==> config.mk <==
export PLATFORM = sky130hd
export DESIGN_NAME = i2c_host_command_burst_port
export DESIGN_NICKNAME = d
export VERILOG_FILES = /design/src/rtl/i2c_cmd_pkg.sv /design/src/rtl/i2c_host_command_burst_port.sv /design/src/rtl/i2c_slave_link.sv
export SDC_FILE = /design/constraint.sdc
export NUM_CORES = 1
export LEC_CHECK = 0
export BUFFER_PORTS_ARGS = -buffer_cell sky130_fd_sc_hd__buf_2
export CORE_ASPECT_RATIO = 0.8
export CORE_MARGIN = 8
export CORE_UTILIZATION = 50
export DETAILED_ROUTE_END_ITERATION = 8
export GPL_ROUTABILITY_DRIVEN = 0
export PLACE_DENSITY = 0.68
export SYNTH_ARGS = -nofsm -noshare
export SYNTH_HDL_FRONTEND = slang
export SYNTH_SLANG_ARGS = --single-unit
==> constraint.sdc <==
create_clock -name clk_sys_i -period 2.2 [get_ports clk_sys_i]
set_input_delay 0.11 -clock clk_sys_i [delete_from_list [all_inputs] [get_ports clk_sys_i]]
set_output_delay 0.11 -clock clk_sys_i [all_outputs]
set_load 0.05 [all_outputs]
==> src/rtl/i2c_cmd_pkg.sv <==
/*
  Constants and carrier types for the I2C host command and burst port.
  Assumes one 100 MHz core clock and an external byte-wide memory port.
*/
package i2c_cmd_pkg;
  localparam logic [6:0] DEV_ADDR7     = 7'h71;
  localparam logic [7:0] REG_COUNT_LO  = 8'h08;
  localparam logic [7:0] REG_COUNT_HI  = 8'h09;
  localparam logic [7:0] REG_DL_SETUP  = 8'h0F;
  localparam logic [7:0] REG_HOST_SEL  = 8'h12;
  localparam logic [15:0] COUNT_RESET  = 16'h0000;
  localparam logic [7:0] DL_RESET      = 8'h00;
  localparam logic [7:0] HOST_RESET    = 8'h00;
  localparam int BIT_DATA_ONLY         = 7;
  localparam int TGT_LSB               = 5;
  localparam int BIT_WRITE             = 3;
  localparam int LEN_LSB               = 1;
  localparam int BIT_ALEN              = 0;
  localparam logic [1:0] TGT_INSTR     = 2'h0;
  localparam logic [1:0] TGT_DATA      = 2'h1;
  localparam logic [1:0] TGT_REG       = 2'h2;
  localparam logic [1:0] LEN_ONE       = 2'h0;
  localparam logic [1:0] LEN_TWO       = 2'h1;
  localparam logic [1:0] LEN_FOUR      = 2'h2;
  localparam logic [1:0] ADDR_LAST     = 2'h2;

  typedef struct packed {
    logic       start;
    logic       stop;
    logic       addr_w;
    logic       rx_valid;
    logic       tx_next;
    logic [7:0] rx_data;
  } link_evt_t;

  typedef struct packed {
    logic        req;
    logic        we;
    logic        data_mem;
    logic [23:0] addr;
    logic [7:0]  wdata;
  } mem_req_t;
endpackage

==> src/rtl/i2c_host_command_burst_port.sv <==
/*
  Command decoder behind the I2C slave port: memory and register access with
  byte-counted bursts. Assumes a memory that returns read data one cycle
  after a read request and accepts writes in the request cycle.
*/
`timescale 1ns/10ps
module i2c_host_command_burst_port (
  input  wire logic                   clk_sys_i,
  input  wire logic                   reset_n_i,
  input  wire logic                   scl_i,
  input  wire logic                   sda_i,
  output logic                        sda_o,
  output logic                        sda_oe_n_o,
  output i2c_cmd_pkg::mem_req_t       mem_o,
  input  wire logic [7:0]             mem_rdata_i,
  output logic [7:0]                  host_port_select_o,
  output logic [7:0]                  download_setup_o,
  output logic                        burst_active_o
);
  typedef enum {S_CMD, S_ADDR, S_DATA, S_BURST_W} dec_state_t;
  dec_state_t state;
  i2c_cmd_pkg::link_evt_t evt;
  logic [1:0]  tgt, acnt;
  logic        wr, alen3, ptr_data, burst_wr, burst_rd, rd_reg, fetch_pend;
  logic [2:0]  dleft;
  logic [23:0] addr, ptr, next_addr;
  logic [7:0]  reg_addr, tx_byte, b;
  logic [15:0] burst_byte_count;
  logic [7:0]  download_setup, host_port_select;

  function automatic logic [2:0] data_bytes(input logic [1:0] code);
    case (code)
      i2c_cmd_pkg::LEN_ONE:  data_bytes = 3'h1;
      i2c_cmd_pkg::LEN_TWO:  data_bytes = 3'h2;
      i2c_cmd_pkg::LEN_FOUR: data_bytes = 3'h4;
      default:               data_bytes = 3'h0;
    endcase
  endfunction

  function automatic logic is_mem(input logic [1:0] t);
    is_mem = (t == i2c_cmd_pkg::TGT_INSTR) || (t == i2c_cmd_pkg::TGT_DATA);
  endfunction

  function automatic logic [7:0] reg_value(input logic [7:0] a, input logic [15:0] c,
                                           input logic [7:0] d, input logic [7:0] h);
    case (a)
      i2c_cmd_pkg::REG_COUNT_LO: reg_value = c[7:0];
      i2c_cmd_pkg::REG_COUNT_HI: reg_value = c[15:8];
      i2c_cmd_pkg::REG_DL_SETUP: reg_value = d;
      i2c_cmd_pkg::REG_HOST_SEL: reg_value = h;
      default:                   reg_value = 8'h00;
    endcase
  endfunction

  i2c_slave_link u_link (
    .clk_sys_i  (clk_sys_i),
    .reset_n_i  (reset_n_i),
    .scl_i      (scl_i),
    .sda_i      (sda_i),
    .tx_data_i  (tx_byte),
    .evt_o      (evt),
    .sda_o      (sda_o),
    .sda_oe_n_o (sda_oe_n_o)
  );

  assign b                  = evt.rx_data;
  assign next_addr          = {b, addr[23:8]};
  assign host_port_select_o = host_port_select;
  assign download_setup_o   = download_setup;
  assign burst_active_o     = burst_wr | burst_rd;

  always_ff @(posedge clk_sys_i or negedge reset_n_i) begin
    if (!reset_n_i) begin
      state            <= S_CMD;
      tgt              <= i2c_cmd_pkg::TGT_INSTR;
      wr               <= 1'b0;
      alen3            <= 1'b0;
      dleft            <= 3'h0;
      acnt             <= 2'h0;
      addr             <= 24'h000000;
      ptr              <= 24'h000000;
      ptr_data         <= 1'b0;
      reg_addr         <= 8'h00;
      burst_wr         <= 1'b0;
      burst_rd         <= 1'b0;
      rd_reg           <= 1'b0;
      burst_byte_count <= i2c_cmd_pkg::COUNT_RESET;
      download_setup   <= i2c_cmd_pkg::DL_RESET;
      host_port_select <= i2c_cmd_pkg::HOST_RESET;
      mem_o            <= '0;
    end else begin
      mem_o.req <= 1'b0;
      if (evt.addr_w) begin
        // armed burst frame has no command byte
        state <= burst_wr ? S_BURST_W : S_CMD;
      end else if (evt.rx_valid) begin
        case (state)
          S_CMD: begin
            tgt   <= b[i2c_cmd_pkg::TGT_LSB +: 2];
            wr    <= b[i2c_cmd_pkg::BIT_WRITE];
            alen3 <= b[i2c_cmd_pkg::BIT_ALEN];
            dleft <= data_bytes(b[i2c_cmd_pkg::LEN_LSB +: 2]);
            acnt  <= 2'h0;
            if (b[i2c_cmd_pkg::BIT_DATA_ONLY]) begin
              if (is_mem(b[i2c_cmd_pkg::TGT_LSB +: 2]) && burst_byte_count != 16'h0000) begin
                // enter burst write, arm burst read
                burst_wr <= b[i2c_cmd_pkg::BIT_WRITE];
                burst_rd <= ~b[i2c_cmd_pkg::BIT_WRITE];
                rd_reg   <= 1'b0;
              end
            end else begin
              state <= S_ADDR;
            end
          end
          S_ADDR: begin
            if (tgt == i2c_cmd_pkg::TGT_REG) begin
              reg_addr <= b;
            end else begin
              addr <= next_addr;
            end
            if (!alen3 || acnt == i2c_cmd_pkg::ADDR_LAST) begin
              if (is_mem(tgt) && alen3) begin
                ptr_data <= tgt[0];
                ptr      <= wr ? next_addr : next_addr + 24'h000001;
                if (!wr) begin
                  mem_o <= '{req: 1'b1, we: 1'b0, data_mem: tgt[0], addr: next_addr, wdata: 8'h00};
                end
              end
              if (!wr) begin
                rd_reg   <= tgt == i2c_cmd_pkg::TGT_REG;
                burst_rd <= 1'b0;
              end
              state <= (wr && dleft != 3'h0) ? S_DATA : S_CMD;
            end else begin
              acnt <= acnt + 2'h1;
            end
          end
          S_DATA: begin
            if (is_mem(tgt)) begin
              mem_o <= '{req: 1'b1, we: 1'b1, data_mem: ptr_data, addr: ptr, wdata: b};
              ptr   <= ptr + 24'h000001;
            end else if (tgt == i2c_cmd_pkg::TGT_REG) begin
              case (reg_addr)
                i2c_cmd_pkg::REG_COUNT_LO: burst_byte_count[7:0]  <= b;
                i2c_cmd_pkg::REG_COUNT_HI: burst_byte_count[15:8] <= b;
                i2c_cmd_pkg::REG_DL_SETUP: download_setup         <= b;
                i2c_cmd_pkg::REG_HOST_SEL: host_port_select       <= b;
                default: ;
              endcase
              reg_addr <= reg_addr + 8'h01;
            end
            dleft <= dleft - 3'h1;
            if (dleft == 3'h1) begin
              state <= S_CMD;
            end
          end
          S_BURST_W: begin
            mem_o            <= '{req: 1'b1, we: 1'b1, data_mem: ptr_data, addr: ptr, wdata: b};
            ptr              <= ptr + 24'h000001;
            burst_byte_count <= burst_byte_count - 16'h0001;
            if (burst_byte_count == 16'h0001) begin
              burst_wr <= 1'b0;
              state    <= S_CMD;
            end
          end
          default: begin
            state <= S_CMD;
          end
        endcase
      end else if (evt.tx_next) begin
        if (!rd_reg) begin
          mem_o <= '{req: 1'b1, we: 1'b0, data_mem: ptr_data, addr: ptr, wdata: 8'h00};
          ptr   <= ptr + 24'h000001;
        end
        if (burst_rd) begin
          burst_byte_count <= burst_byte_count - 16'h0001;
          if (burst_byte_count == 16'h0001) begin
            burst_rd <= 1'b0;
          end
        end
      end
    end
  end

  // Transmit byte is ready long before the next SCL fall at 400 kbps
  always_ff @(posedge clk_sys_i or negedge reset_n_i) begin
    if (!reset_n_i) begin
      fetch_pend <= 1'b0;
      tx_byte    <= 8'h00;
    end else begin
      fetch_pend <= mem_o.req && !mem_o.we;
      if (fetch_pend) begin
        tx_byte <= mem_rdata_i;
      end else if (rd_reg) begin
        tx_byte <= reg_value(reg_addr, burst_byte_count, download_setup, host_port_select);
      end
    end
  end

  a_decode_target: assert property (@(posedge clk_sys_i) disable iff (!reset_n_i)
    evt.rx_valid && state == S_CMD && !b[7] |=> tgt == $past(b[6:5]) && state == S_ADDR)
    else $error("Command target not decoded");
  a_setup_burst: assert property (@(posedge clk_sys_i) disable iff (!reset_n_i)
    evt.rx_valid && state == S_CMD && b == 8'hA8 && burst_byte_count != 16'h0000 |=> burst_wr && !burst_rd)
    else $error("Write setup did not enter burst");
  a_arm_read: assert property (@(posedge clk_sys_i) disable iff (!reset_n_i)
    evt.rx_valid && state == S_CMD && (b == 8'hA0 || b == 8'h80) && burst_byte_count != 16'h0000
    |=> burst_rd && !burst_wr)
    else $error("Read setup did not arm burst");
  a_no_reg_burst: assert property (@(posedge clk_sys_i) disable iff (!reset_n_i)
    evt.rx_valid && state == S_CMD && b[7] && b[6:5] == 2'h2 |=> $stable(burst_wr) && $stable(burst_rd))
    else $error("Register target entered burst");
  a_burst_store: assert property (@(posedge clk_sys_i) disable iff (!reset_n_i)
    evt.rx_valid && state == S_BURST_W |=> mem_o.req && mem_o.we && mem_o.addr == $past(ptr)
    && mem_o.wdata == $past(b) && ptr == $past(ptr) + 24'h000001)
    else $error("Burst byte not stored in order");
  a_count_exit: assert property (@(posedge clk_sys_i) disable iff (!reset_n_i)
    evt.rx_valid && state == S_BURST_W && burst_byte_count == 16'h0001
    |=> burst_byte_count == 16'h0000 && !burst_wr && state == S_CMD)
    else $error("Burst did not end at zero count");
  a_seed_address: assert property (@(posedge clk_sys_i) disable iff (!reset_n_i)
    evt.rx_valid && state == S_ADDR && alen3 && acnt == 2'h2 && wr && is_mem(tgt)
    |=> ptr == {$past(b), $past(addr[23:8])})
    else $error("Seed address assembled wrongly");
  a_read_ascend: assert property (@(posedge clk_sys_i) disable iff (!reset_n_i)
    evt.tx_next && !rd_reg |=> mem_o.req && !mem_o.we && mem_o.addr == $past(ptr) ##1 fetch_pend ##1
    tx_byte == $past(mem_rdata_i))
    else $error("Read data not fetched in order");
endmodule

==> src/rtl/i2c_slave_link.sv <==
/*
  Byte-level I2C slave engine: start/stop detection, address match, ACK,
  byte receive and byte transmit. Assumes SCL and SDA are asynchronous pins.
*/
`timescale 1ns/10ps
module i2c_slave_link (
  input  wire logic                   clk_sys_i,
  input  wire logic                   reset_n_i,
  input  wire logic                   scl_i,
  input  wire logic                   sda_i,
  input  wire logic [7:0]             tx_data_i,
  output i2c_cmd_pkg::link_evt_t      evt_o,
  output logic                        sda_o,
  output logic                        sda_oe_n_o
);
  typedef enum {L_IDLE, L_RX, L_ACK, L_TX, L_TXACK} link_state_t;
  link_state_t state;
  logic       scl_s1, scl_s2, scl_d, sda_s1, sda_s2, sda_d;
  logic [3:0] cnt;
  logic [7:0] sh;
  logic       is_addr, rd, mack;
  logic       scl_rise, scl_fall, start_c, stop_c;

  always_ff @(posedge clk_sys_i or negedge reset_n_i) begin
    if (!reset_n_i) begin
      {scl_s1, scl_s2, scl_d} <= 3'h7;
      {sda_s1, sda_s2, sda_d} <= 3'h7;
    end else begin
      {scl_s1, scl_s2, scl_d} <= {scl_i, scl_s1, scl_s2};
      {sda_s1, sda_s2, sda_d} <= {sda_i, sda_s1, sda_s2};
    end
  end

  assign scl_rise = scl_s2 & ~scl_d;
  assign scl_fall = ~scl_s2 & scl_d;
  assign start_c  = scl_s2 & scl_d & sda_d & ~sda_s2;
  assign stop_c   = scl_s2 & scl_d & ~sda_d & sda_s2;
  // Open drain: the pin is only ever pulled low
  assign sda_o    = 1'b0;

  always_ff @(posedge clk_sys_i or negedge reset_n_i) begin
    if (!reset_n_i) begin
      state      <= L_IDLE;
      cnt        <= 4'h0;
      sh         <= 8'h00;
      is_addr    <= 1'b0;
      rd         <= 1'b0;
      mack       <= 1'b0;
      sda_oe_n_o <= 1'b1;
      evt_o      <= '0;
    end else begin
      evt_o <= '0;
      if (start_c) begin
        state       <= L_RX;
        cnt         <= 4'h0;
        is_addr     <= 1'b1;
        sda_oe_n_o  <= 1'b1;
        evt_o.start <= 1'b1;
      end else if (stop_c) begin
        state      <= L_IDLE;
        sda_oe_n_o <= 1'b1;
        evt_o.stop <= 1'b1;
      end else begin
        case (state)
          L_RX: begin
            if (scl_rise) begin
              sh  <= {sh[6:0], sda_s2};
              cnt <= cnt + 4'h1;
            end
            if (scl_fall && cnt == 4'h8) begin
              cnt <= 4'h0;
              if (is_addr) begin
                if (sh[7:1] == i2c_cmd_pkg::DEV_ADDR7) begin
                  sda_oe_n_o   <= 1'b0;
                  rd           <= sh[0];
                  evt_o.addr_w <= ~sh[0];
                  state        <= L_ACK;
                end else begin
                  state <= L_IDLE;
                end
              end else begin
                sda_oe_n_o     <= 1'b0;
                evt_o.rx_valid <= 1'b1;
                evt_o.rx_data  <= sh;
                state          <= L_ACK;
              end
            end
          end
          L_ACK: begin
            if (scl_fall) begin
              is_addr <= 1'b0;
              if (rd) begin
                sh            <= tx_data_i;
                sda_oe_n_o    <= tx_data_i[7];
                evt_o.tx_next <= 1'b1;
                state         <= L_TX;
              end else begin
                sda_oe_n_o <= 1'b1;
                state      <= L_RX;
              end
            end
          end
          L_TX: begin
            if (scl_fall) begin
              sh  <= {sh[6:0], 1'b0};
              cnt <= cnt + 4'h1;
              if (cnt == 4'h7) begin
                sda_oe_n_o <= 1'b1;
                cnt        <= 4'h0;
                state      <= L_TXACK;
              end else begin
                sda_oe_n_o <= sh[6];
              end
            end
          end
          L_TXACK: begin
            if (scl_rise) begin
              mack <= ~sda_s2;
            end
            // A master NACK ends the read; the engine waits for stop
            if (scl_fall) begin
              if (mack) begin
                sh            <= tx_data_i;
                sda_oe_n_o    <= tx_data_i[7];
                evt_o.tx_next <= 1'b1;
                state         <= L_TX;
              end else begin
                state <= L_IDLE;
              end
            end
          end
          default: begin
            state <= L_IDLE;
          end
        endcase
      end
    end
  end

  a_ack_after_byte: assert property (@(posedge clk_sys_i) disable iff (!reset_n_i)
    evt_o.rx_valid |-> !sda_oe_n_o && state == L_ACK)
    else $error("Received byte not acknowledged");
endmodule

* After elaboration in Yosys (flattened, before gate mapping)
Index checks and enable logic that the tools add are counted. Widths: inputs -> output; s select.
Storage, ports and cells: register bits 242, latch bits 0, memory bits (writable) 0, ROM bits 0, input bits 12, output and inout port bits 54, word-level logic and storage cells 304, memories kept 0
Operators by class: $add $sub $neg 7, multipliers 0, divide/modulo/power cells 0, order comparisons 0, equal/unequal tests 65, shift-type cells 0, mux-type cells 120, bitwise logic cells 19, reductions and logical operators 52
Operators with widths (number):
- $mux 32 | 14
- $mux 35 | 8
- $pmux 32 s4 | 2
- $mux 24 | 7
- $eq 32x2->1 const B | 4
- $mux 8 | 16
- $pmux 35 s3 | 1
- $mux 16 | 5
- $pmux 24 s3 | 1
- $eq 32x1->1 const B | 2
- $pmux 8 s4 | 2
- $add 24x1->24 const B | 2
- $reduce_and 7->1 | 6
- $mux 1 | 37
- $ne 3x3->1 const B | 12
- $eq 32x3->1 const B | 1
- $logic_not 32->1 | 1
- $pmux 16 s2 | 1
- $reduce_and 6->1 | 5
- $ne 4x1->1 const B | 7
- $eq 8x4->1 const B | 3
- $mux 4 | 6
- $mux 11 | 2
- $reduce_bool 2->1 | 10
- 43 further kinds | 108

* Depth between registers and ports, before layout
Gate-level depths: netlist of run 1.
depth after elaboration 8, depth in mapped cells 10, depth with buffers taken out 8

* Hierarchy
From an unflattened synthesis of run 1, not the netlist that was laid out.
Unflattened totals: cells, all modules 1027, area, all modules 10112.2 um^2
Modules (own cells, without submodules):
- i2c_host_command_burst_port | instances 1, cells each 849, area each 8176.6 um^2, sequential area each 3478.3 um^2
- i2c_slave_link | instances 1, cells each 178, area each 1935.6 um^2, sequential area each 959.7 um^2

* Worst setup path after synthesis of run 1
No wires, ideal clock.
kind register -> register, from register u_link.scl_s2, to register u_link.sh[0], library setup time 0.125 ns, arrival time 1.779 ns, path slack 0.297 ns, stages on the path, launching flop included 6, path buffers 0, path through dfstp_2 -> nor2b_1 -> o21ai_0 -> a21o_1 -> a221oi_4 -> mux2_2
On the way: cells in the longest elaborated chain, start to end 5, elaborated cells between the ends (all ways) 15, those cells by class 4 x eq/ne; 10 x bitwise; 1 x reduce/logical
Ends and longest elaborated chain:
- start: declaration | line i2c_slave_link.sv:18 | logic scl_s1, scl_s2, scl_d, sda_s1, sda_s2, sda_d;
- start signal: assignment | line i2c_slave_link.sv:29 | {scl_s1, scl_s2, scl_d} <= {scl_i, scl_s1, scl_s2};
- $and 1x1->1 | line i2c_slave_link.sv:36, i2c_slave_link.sv:37
- $and 1x1->1 (on tied branches) (2 in series) | line i2c_slave_link.sv:36, i2c_slave_link.sv:37
- $not 1->1 (no line)
- $reduce_and 9->1 (no line) (*)
- end signal: assignment | line i2c_slave_link.sv:67 | sh <= {sh[6:0], sda_s2};
- end signal: assignment | line i2c_slave_link.sv:93 | sh <= tx_data_i;
- end signal: assignment | line i2c_slave_link.sv:105 | sh <= {sh[6:0], 1'b0};
- end: declaration | line i2c_slave_link.sv:20 | logic [7:0] sh;
Every way passes the cells marked *; elsewhere a longest branch is shown, timed or not. A chain may end at the register's enable or synchronous reset.

* Worst setup path in the final report of run 1
from register burst_byte_count[5], to register burst_byte_count[15]
On the way: cells in the longest elaborated chain, start to end 4, elaborated cells between the ends (all ways) 5, those cells by class 1 x add/sub; 4 x mux
Ends and longest elaborated chain:
- start: declaration | line i2c_host_command_burst_port.sv:28 | logic [15:0] burst_byte_count;
- start signal: assignment | line i2c_host_command_burst_port.sv:87 | burst_byte_count <= i2c_cmd_pkg::COUNT_RESET;
- start signal: assignment | line i2c_host_command_burst_port.sv:160 | burst_byte_count <= burst_byte_count - 16'h0001;
- start signal: assignment | line i2c_host_command_burst_port.sv:176 | burst_byte_count <= burst_byte_count - 16'h0001;
- $sub 16x1->16 (*) | line i2c_host_command_burst_port.sv:160, i2c_host_command_burst_port.sv:176
- $mux 16 | line i2c_host_command_burst_port.sv:175 | if (burst_rd) begin
- $mux 16 | line i2c_host_command_burst_port.sv:170 | end else if (evt.tx_next) begin
- $mux 16 (*) | line i2c_host_command_burst_port.sv:96 | end else if (evt.rx_valid) begin
Every way passes the cells marked *; elsewhere a longest branch is shown, timed or not. The select of a mux whose other input is x is not followed.

==> results of run 1 <==
## final timing paths
| check | endpoint | startpoint | cells past startpoint | slack [ns] |
|---|---|---|---|---|
| max in group asynchronous | u_link.scl_s2 | reset_n_i | 3 | 1.22 |
| max | burst_byte_count[15] | burst_byte_count[5] | 4 | 0.12 |
| max reg2reg | burst_byte_count[15] | burst_byte_count[5] | 4 | 0.12 |
| min in group asynchronous | download_setup_o[2] | reset_n_i | 2 | 0.18 |
| min | tx_byte[6] | mem_rdata_i[6] | 3 | 0.02 |
| min reg2reg | u_link.scl_s2 | u_link.scl_s1 | 0 | 0.36 |
## logic make-up after synthesis
logic type,synth area share [%]
simple gates,19.2
buf+inv,4.15
flops,45.4
fa+ha+maj,1.94
other cells,0.0388
mux,6.61
compound gates,20.8
xor+xnor,1.90
## through the flow
stage / utilization [%] / hold slack (ns) / setup slack [ns] / std cells
3_5_place_dp: 55.5 / 0.0935 / 0.0475 / 1335
5_1_grt: 59.3 / 0.0314 / 0.00379 / 1376
6_report: 59.3 / 0.0240 / 0.124 / 1376
2_1_floorplan: - / -0.186 / 0.297 / 1022
4_1_cts: 59.0 / 0.00825 / 0.0144 / 1375
3_3_place_gp: 55.5 / 0.0944 / 0.0908 / 1335
## final cells by class
class | instances | share of cell area (%)
clock buffer | 18 | 3.91
clock inverter | 14 | 1.29
inverter | 31 | 1.06
multi-input combinational | 748 | 43.8
sequential | 175 | 39.0
tap | 258 | 2.87
timing repair buffer | 132 | 8.07
## worst max-delay path: cells and delay by family, from the launching register on
| kind | cells | cell delay, ns |
|---|---|---|
| flops | 1 | 0.47 |
| simple gates | 2 | 1.14 |
| compound gates | 2 | 0.35 |
## per-layer routing
layer	global-route usage (%)	share of wire [%]	vias up
met2	34.2	45	326
met1	32.4	46	4169
met5	0	0	-
met3	5.50	6.7	36
met4	5.76	1.6	0
li1	-	-	3958
## cell usage in the layout, fill, tap and decap left out, types with 10 or more instances in the layout
cell	Yosys	final
mux2i_1	11	10
clkbuf_16	0	17
nand2_1	61	61
buf_2	20	63
nor2_1	99	98
nand2b_1	12	12
nor3_1	24	23
xnor2_1	15	15
and3_1	11	11
a22o_1	13	13
a221oi_1	28	27
a31oi_1	19	19
a21oi_1	75	74
nand3_1	37	37
o22ai_1	21	21
ha_1	15	15
inv_1	27	27
o21ai_0	57	57
buf_4	1	56
dfrtp_1	168	168
a22oi_1	17	17
mux2_2	47	47
and2_1	14	14
nand4_1	21	21
## what timing repair did
action / CTS / global route
endpoints found under the setup margin: 0 / 40
gates resized for setup: 0 / 9
buffers inserted: 0 / 1
hold buffers: 8 / 0
hold endpoints to repair: 56 / 0
## power breakdown
| group | leakage [uW] | internal [uW] | total (uW) | switching [uW] |
|---|---|---|---|---|
| Combinational | 0.00237 | 174 | 536 | 363 |
| Clock | 0.000284 | 1540 | 2960 | 1420 |
| Sequential | 0.00240 | 3320 | 3390 | 70.5 |
==> metrics.md, run 1 <==
| Metric | Value |
|---|---|
| Async S/R FF share, synth | `100%` |
| Synth Warn # | `0` |
| Sequential share of the synthesized area | `between 40% and 50%` |
| IO Count | `66` |
| Largest net degree at the start of global routing | `55` |
| CP max stage delay | `approximately 0.65 ns` |
| Actual slew at the worst max-slew pin | `0.567 ns` |
| H-tree levels | `4` |
| Dpl hpwl | `19100 um` |
| Chip width | `172 um` |
| WL/cell | `just under 20 um` |
| Synth cell types | `84` |
| DRT antenna net count | `0` |
| Critical Path RT | `2.52 ns` |
| Final setup viols | `0` |
| Dominant cells by area after synthesis | `dfrtp_1 43%, mux2_2 5.5%, a21oi_1 3.9%` |
| Pwr dens | `613 nW/um^2` |
| Worst Hold Class | `input port to flip-flop` |
| CTS tree | `done` |
| Startpoint Class | `flip-flop` |
| Synth cell count leaders | `168 x dfrtp_1, 99 x nor2_1, 75 x a21oi_1, 61 x nand2_1, 57 x o21ai_0` |
| Post-synthesis cell count | `1022` |
| Number of DRC markers in iteration 0 | `between 900 and 1000` |
| FF/Latch Area | `roughly 4400 sq um` |
| Top-area cell type share of the netlist area | `43.5%` |
| Area after DPL | `10500 sq um` |
| Top FF cell, synth | `dfrtp_1` |
| Worst-path clk slew | `0.08 ns` |
| Final wirelength | `27200 um` |
| Number of clock sinks | `175` |
| Share of cells above drive strength 1 | `22.0%` |
| Count leader, synth | `dfrtp_1` |
| Final Hold Viols | `0` |
| Outcome | `complete, no violations` |
| IO Port Bufs | `64` |
| Total CTS buffers | `17` |
| Die Ht | `140 um` |
| Vias in the first global route | `8061` |
| Setup CP Type | `flip-flop to flip-flop` |
| Max FFs per register | `35` |
| Area occupied by multi-input gates | `4920 sq um` |
| Syn nets | `~1000` |
| Total Nets Final | `around 1100` |
| Setup Skew | `0.0146 ns` |
| Core ar. | `approximately 19000 sq um` |
| Critical Path Fanout Max | `7` |
| EDFF count, synth | `0` |
| All-layer global routing usage | `22.8%` |
| Clock latency on the worst-skew pair | `0.44 ns` |
| Crit share post-route | `94.4%` |
| Biggest register | `mem_o` |
| Total power | `6890 uW` |
| Crit path cell chain | `or4_1 -> or3_4 -> o32ai_2 -> a21oi_1` |
| Mapped cell area | `9670 sq um` |
| Final Max Slew Viols | `0` |
| Via density | `between 6 and 7` |
| Setup Total Neg Slack | `0 ns` |
| Yosys reg bits | `175` |
| Worst relative slew slack | `about three fifths` |
| Die ar. | `24100 sq um` |
| Shortest period the worst path allows | `2.08 ns` |
| Area leader, netlist | `dfrtp_1` |
| Area Overhead vs Synth | `16.2%` |
| Max-cap viol count | `0` |
| Vias | `about 8500` |
| Number of remaining DRC errors | `0` |
| CP arrival | `2.40 ns` |
| Post-Syn Area per Cell | `9.47 sq um` |
| Initial antenna violation count | `0` |
| Overflow after GRT | `0` |
| Top Registers | `mem_o: 35 flops, ptr: 24 flops` |
| Clock buffer depth | `2` |
| Leak Pwr | `between 0.005 and 0.006 uW` |
| Router iterations before antenna repair | `7` |
| Ant. Diodes | `0` |
| Filler instances | `1637` |
| RSZ-0062 raised after global routing | `false` |
| Row count | `45` |
| Final instance area | `11200 sq um` |
| Crit path max-delay cell type | `or4_1` |
| Starting Density | `51.0%` |
| Setup crit end kind | `flip-flop` |
| Global-route wire length before repair | `44000 um` |
| Worst VDD drop | `403 uV` |
| Clock Tree Root | `clkbuf_16` |
| Fmax | `0.482 GHz` |
(Power assumes the default switching activity.)
==> run 2: changes to the inputs <==
CTS_CLUSTER_SIZE = 16   (was default)
HOLD_SLACK_MARGIN = 0.03   (was default)
==> run 2 against run 1 <==
  * Highest routed layer unchanged
  * Largest power group unchanged
  * Critical path depth is the same
  * Setup slack gained 0.0063 ns
  * Clock-buffer cell count is the same
  * Core utilization grew 0.11 points
  * Die area is the same
==> metrics.md, run 2 (same netlist as run 1, synthesis figures left out) <==
| Metric | Value |
|---|---|
| Critical Path RT | `2.52 ns` |
| Top Registers | `mem_o: 35 flops, ptr: 24 flops` |
| Crit share post-route | `94.1%` |
| CP arrival | `2.39 ns` |
| Most common cell after layout, fill and taps aside | `dfrtp_1` |
| WL/cell | `19.7 um` |
| Number of clock sinks | `175` |
| Setup CP Type | `flip-flop to flip-flop` |
| Worst VDD drop | `~400 uV` |
| RSZ-0062 raised after global routing | `false` |
| Clock latency on the worst-skew pair | `0.43 ns` |
| Critical Path Fanout Max | `7` |
| CTS tree | `done` |
| Final Hold Viols | `0` |
| Fmax | `slightly below 0.5 GHz` |
| Dpl hpwl | `19100 um` |
| Ant. Diodes | `0` |
| DRT antenna net count | `0` |
| Chip width | `172 um` |
| Share of cells above drive strength 1 | `22.0%` |
| Number of remaining DRC errors | `0` |
| Total Nets Final | `around 1100` |
| Die Ht | `140 um` |
| Area Overhead vs Synth | `16.4%` |
| Cell family with most CP delay | `simple AND/OR/NAND/NOR gates` |
| Initial antenna violation count | `0` |
| All-layer global routing usage | `22.8%` |
| Largest net degree at the start of global routing | `55` |
| Final Max Slew Viols | `0` |
| IO Port Bufs | `64` |
| Number of DRC markers in iteration 0 | `between 900 and 1000` |
| Clock buffer depth | `2` |
| Final setup viols | `0` |
| Worst Hold Class | `input port to flip-flop` |
| Max FFs per register | `35` |
| Vias | `approximately 8500` |
| Via density | `6.16` |
| Total CTS buffers | `17` |
| Outcome | `complete, no violations` |
| Startpoint Class | `flip-flop` |
| Starting Density | `between 50% and 60%` |
| Global-route wire length before repair | `44100 um` |
| Setup Skew | `0.0140 ns` |
| Actual slew at the worst max-slew pin | `~0.57 ns` |
| Die ar. | `24100 sq um` |
| Pwr dens | `612 nW/um^2` |
| IO Count | `66` |
| Shortest period the worst path allows | `2.07 ns` |
| CP max stage delay | `0.65 ns` |
| Clock Tree Root | `clkbuf_16` |
| Final wirelength | `between 20000 and 30000 um` |
| Setup Total Neg Slack | `0 ns` |
| Crit path max-delay cell type | `or4_1` |
| Router iterations before antenna repair | `5` |
| Vias in the first global route | `between 8000 and 9000` |
| Core ar. | `19000 sq um` |
| Worst path bufs/invs | `0` |
| H-tree levels | `4` |
| Setup crit end kind | `flip-flop` |
| Leak Pwr | `0.00507 uW` |
| Crit path cell chain | `or4_1 -> or3_4 -> o32ai_2 -> a21oi_1` |
| Most frequent cells in the layout | `168 x dfrtp_1, 98 x nor2_1, 74 x a21oi_1` |
| Row count | `45` |
| Biggest register | `mem_o` |
| Fin util | `around three fifths` |
| Overflow after GRT | `0` |
| Worst-path clk slew | `around 0.080 ns` |
| Worst relative slew slack | `61.9%` |
| Max-cap viol count | `0` |
-- run 2: changes by cell type in the layout (fill, tap and decap cells not counted), sizes merged --
cell,change
dlygate4sd3,+2
-- run 2: timing repair --
| action | CTS | global route |
|---|---|---|
| endpoints found under the hold margin | 58 | 0 |
| endpoints found under the setup margin | 0 | 40 |
| hold buffers | 10 | 0 |
| buffers inserted | 0 | 1 |
| resized for setup | 0 | 9 |
-- run 2: worst paths after layout --
kind,start,to,slack (ns),depth (start not counted)
worst max-delay path,burst_byte_count[5],burst_byte_count[15],0.13,4
max in group asynchronous,reset_n_i,u_link.scl_s2,1.22,3
worst min-delay path,mem_rdata_i[1],tx_byte[1],0.05,3
worst min register to register,u_link.scl_s1,u_link.scl_s2,0.36,0
worst max register to register,burst_byte_count[5],burst_byte_count[15],0.13,4
min in group asynchronous,reset_n_i,download_setup_o[2],0.18,2
-- run 2: tightest hold or removal path: cells and delay by family --
kind | cells | cell delay [ns]
compound gates | 2 | 0.23
buf+inv | 1 | 0.09
-- run 2: layout make-up --
class,instances,area (sq um)
Fill cell,1631,7710
Multi-Input combinational cell,748,4920
Sequential cell,175,4390
Timing Repair Buffer,134,927
Clock buffer,18,439
Tap cell,258,323
Clock inverter,14,145
Inverter,31,119
-- run 2: where the power goes --
part	leakage (uW)	internal [uW]	switching, uW
sequential	0.00240	3320	70.5
combinational	0.00238	176	363
clock	0.000284	1540	1420
total	0.00507	5030	1860
-- run 2: metal layers --
metal | track usage [%] | up-vias | part of all wire (%)
li1 | - | 3958 | -
met1 | 32.5 | 4187 | 46
met2 | 34.3 | 312 | 45
met3 | 5.42 | 37 | 6.7
met4 | 5.76 | 0 | 1.8
met5 | 0 | - | 0
-- run 2: per-stage QoR --
step | hold slack, ns | cell area [sq um] | instances | total power (uW) | worst slack (ns)
2_1_floorplan | -0.186 | 9670 | 1022 | 3780 | 0.297
3_3_place_gp | 0.0944 | 10500 | 1335 | 3970 | 0.0908
3_5_place_dp | 0.0935 | 10500 | 1335 | 3980 | 0.0475
4_1_cts | 0.0412 | 11200 | 1377 | 6950 | 0.0144
5_1_grt | 0.0407 | 11300 | 1378 | 7150 | 0.00379
6_report | 0.0509 | 11300 | 1378 | 6890 | 0.130
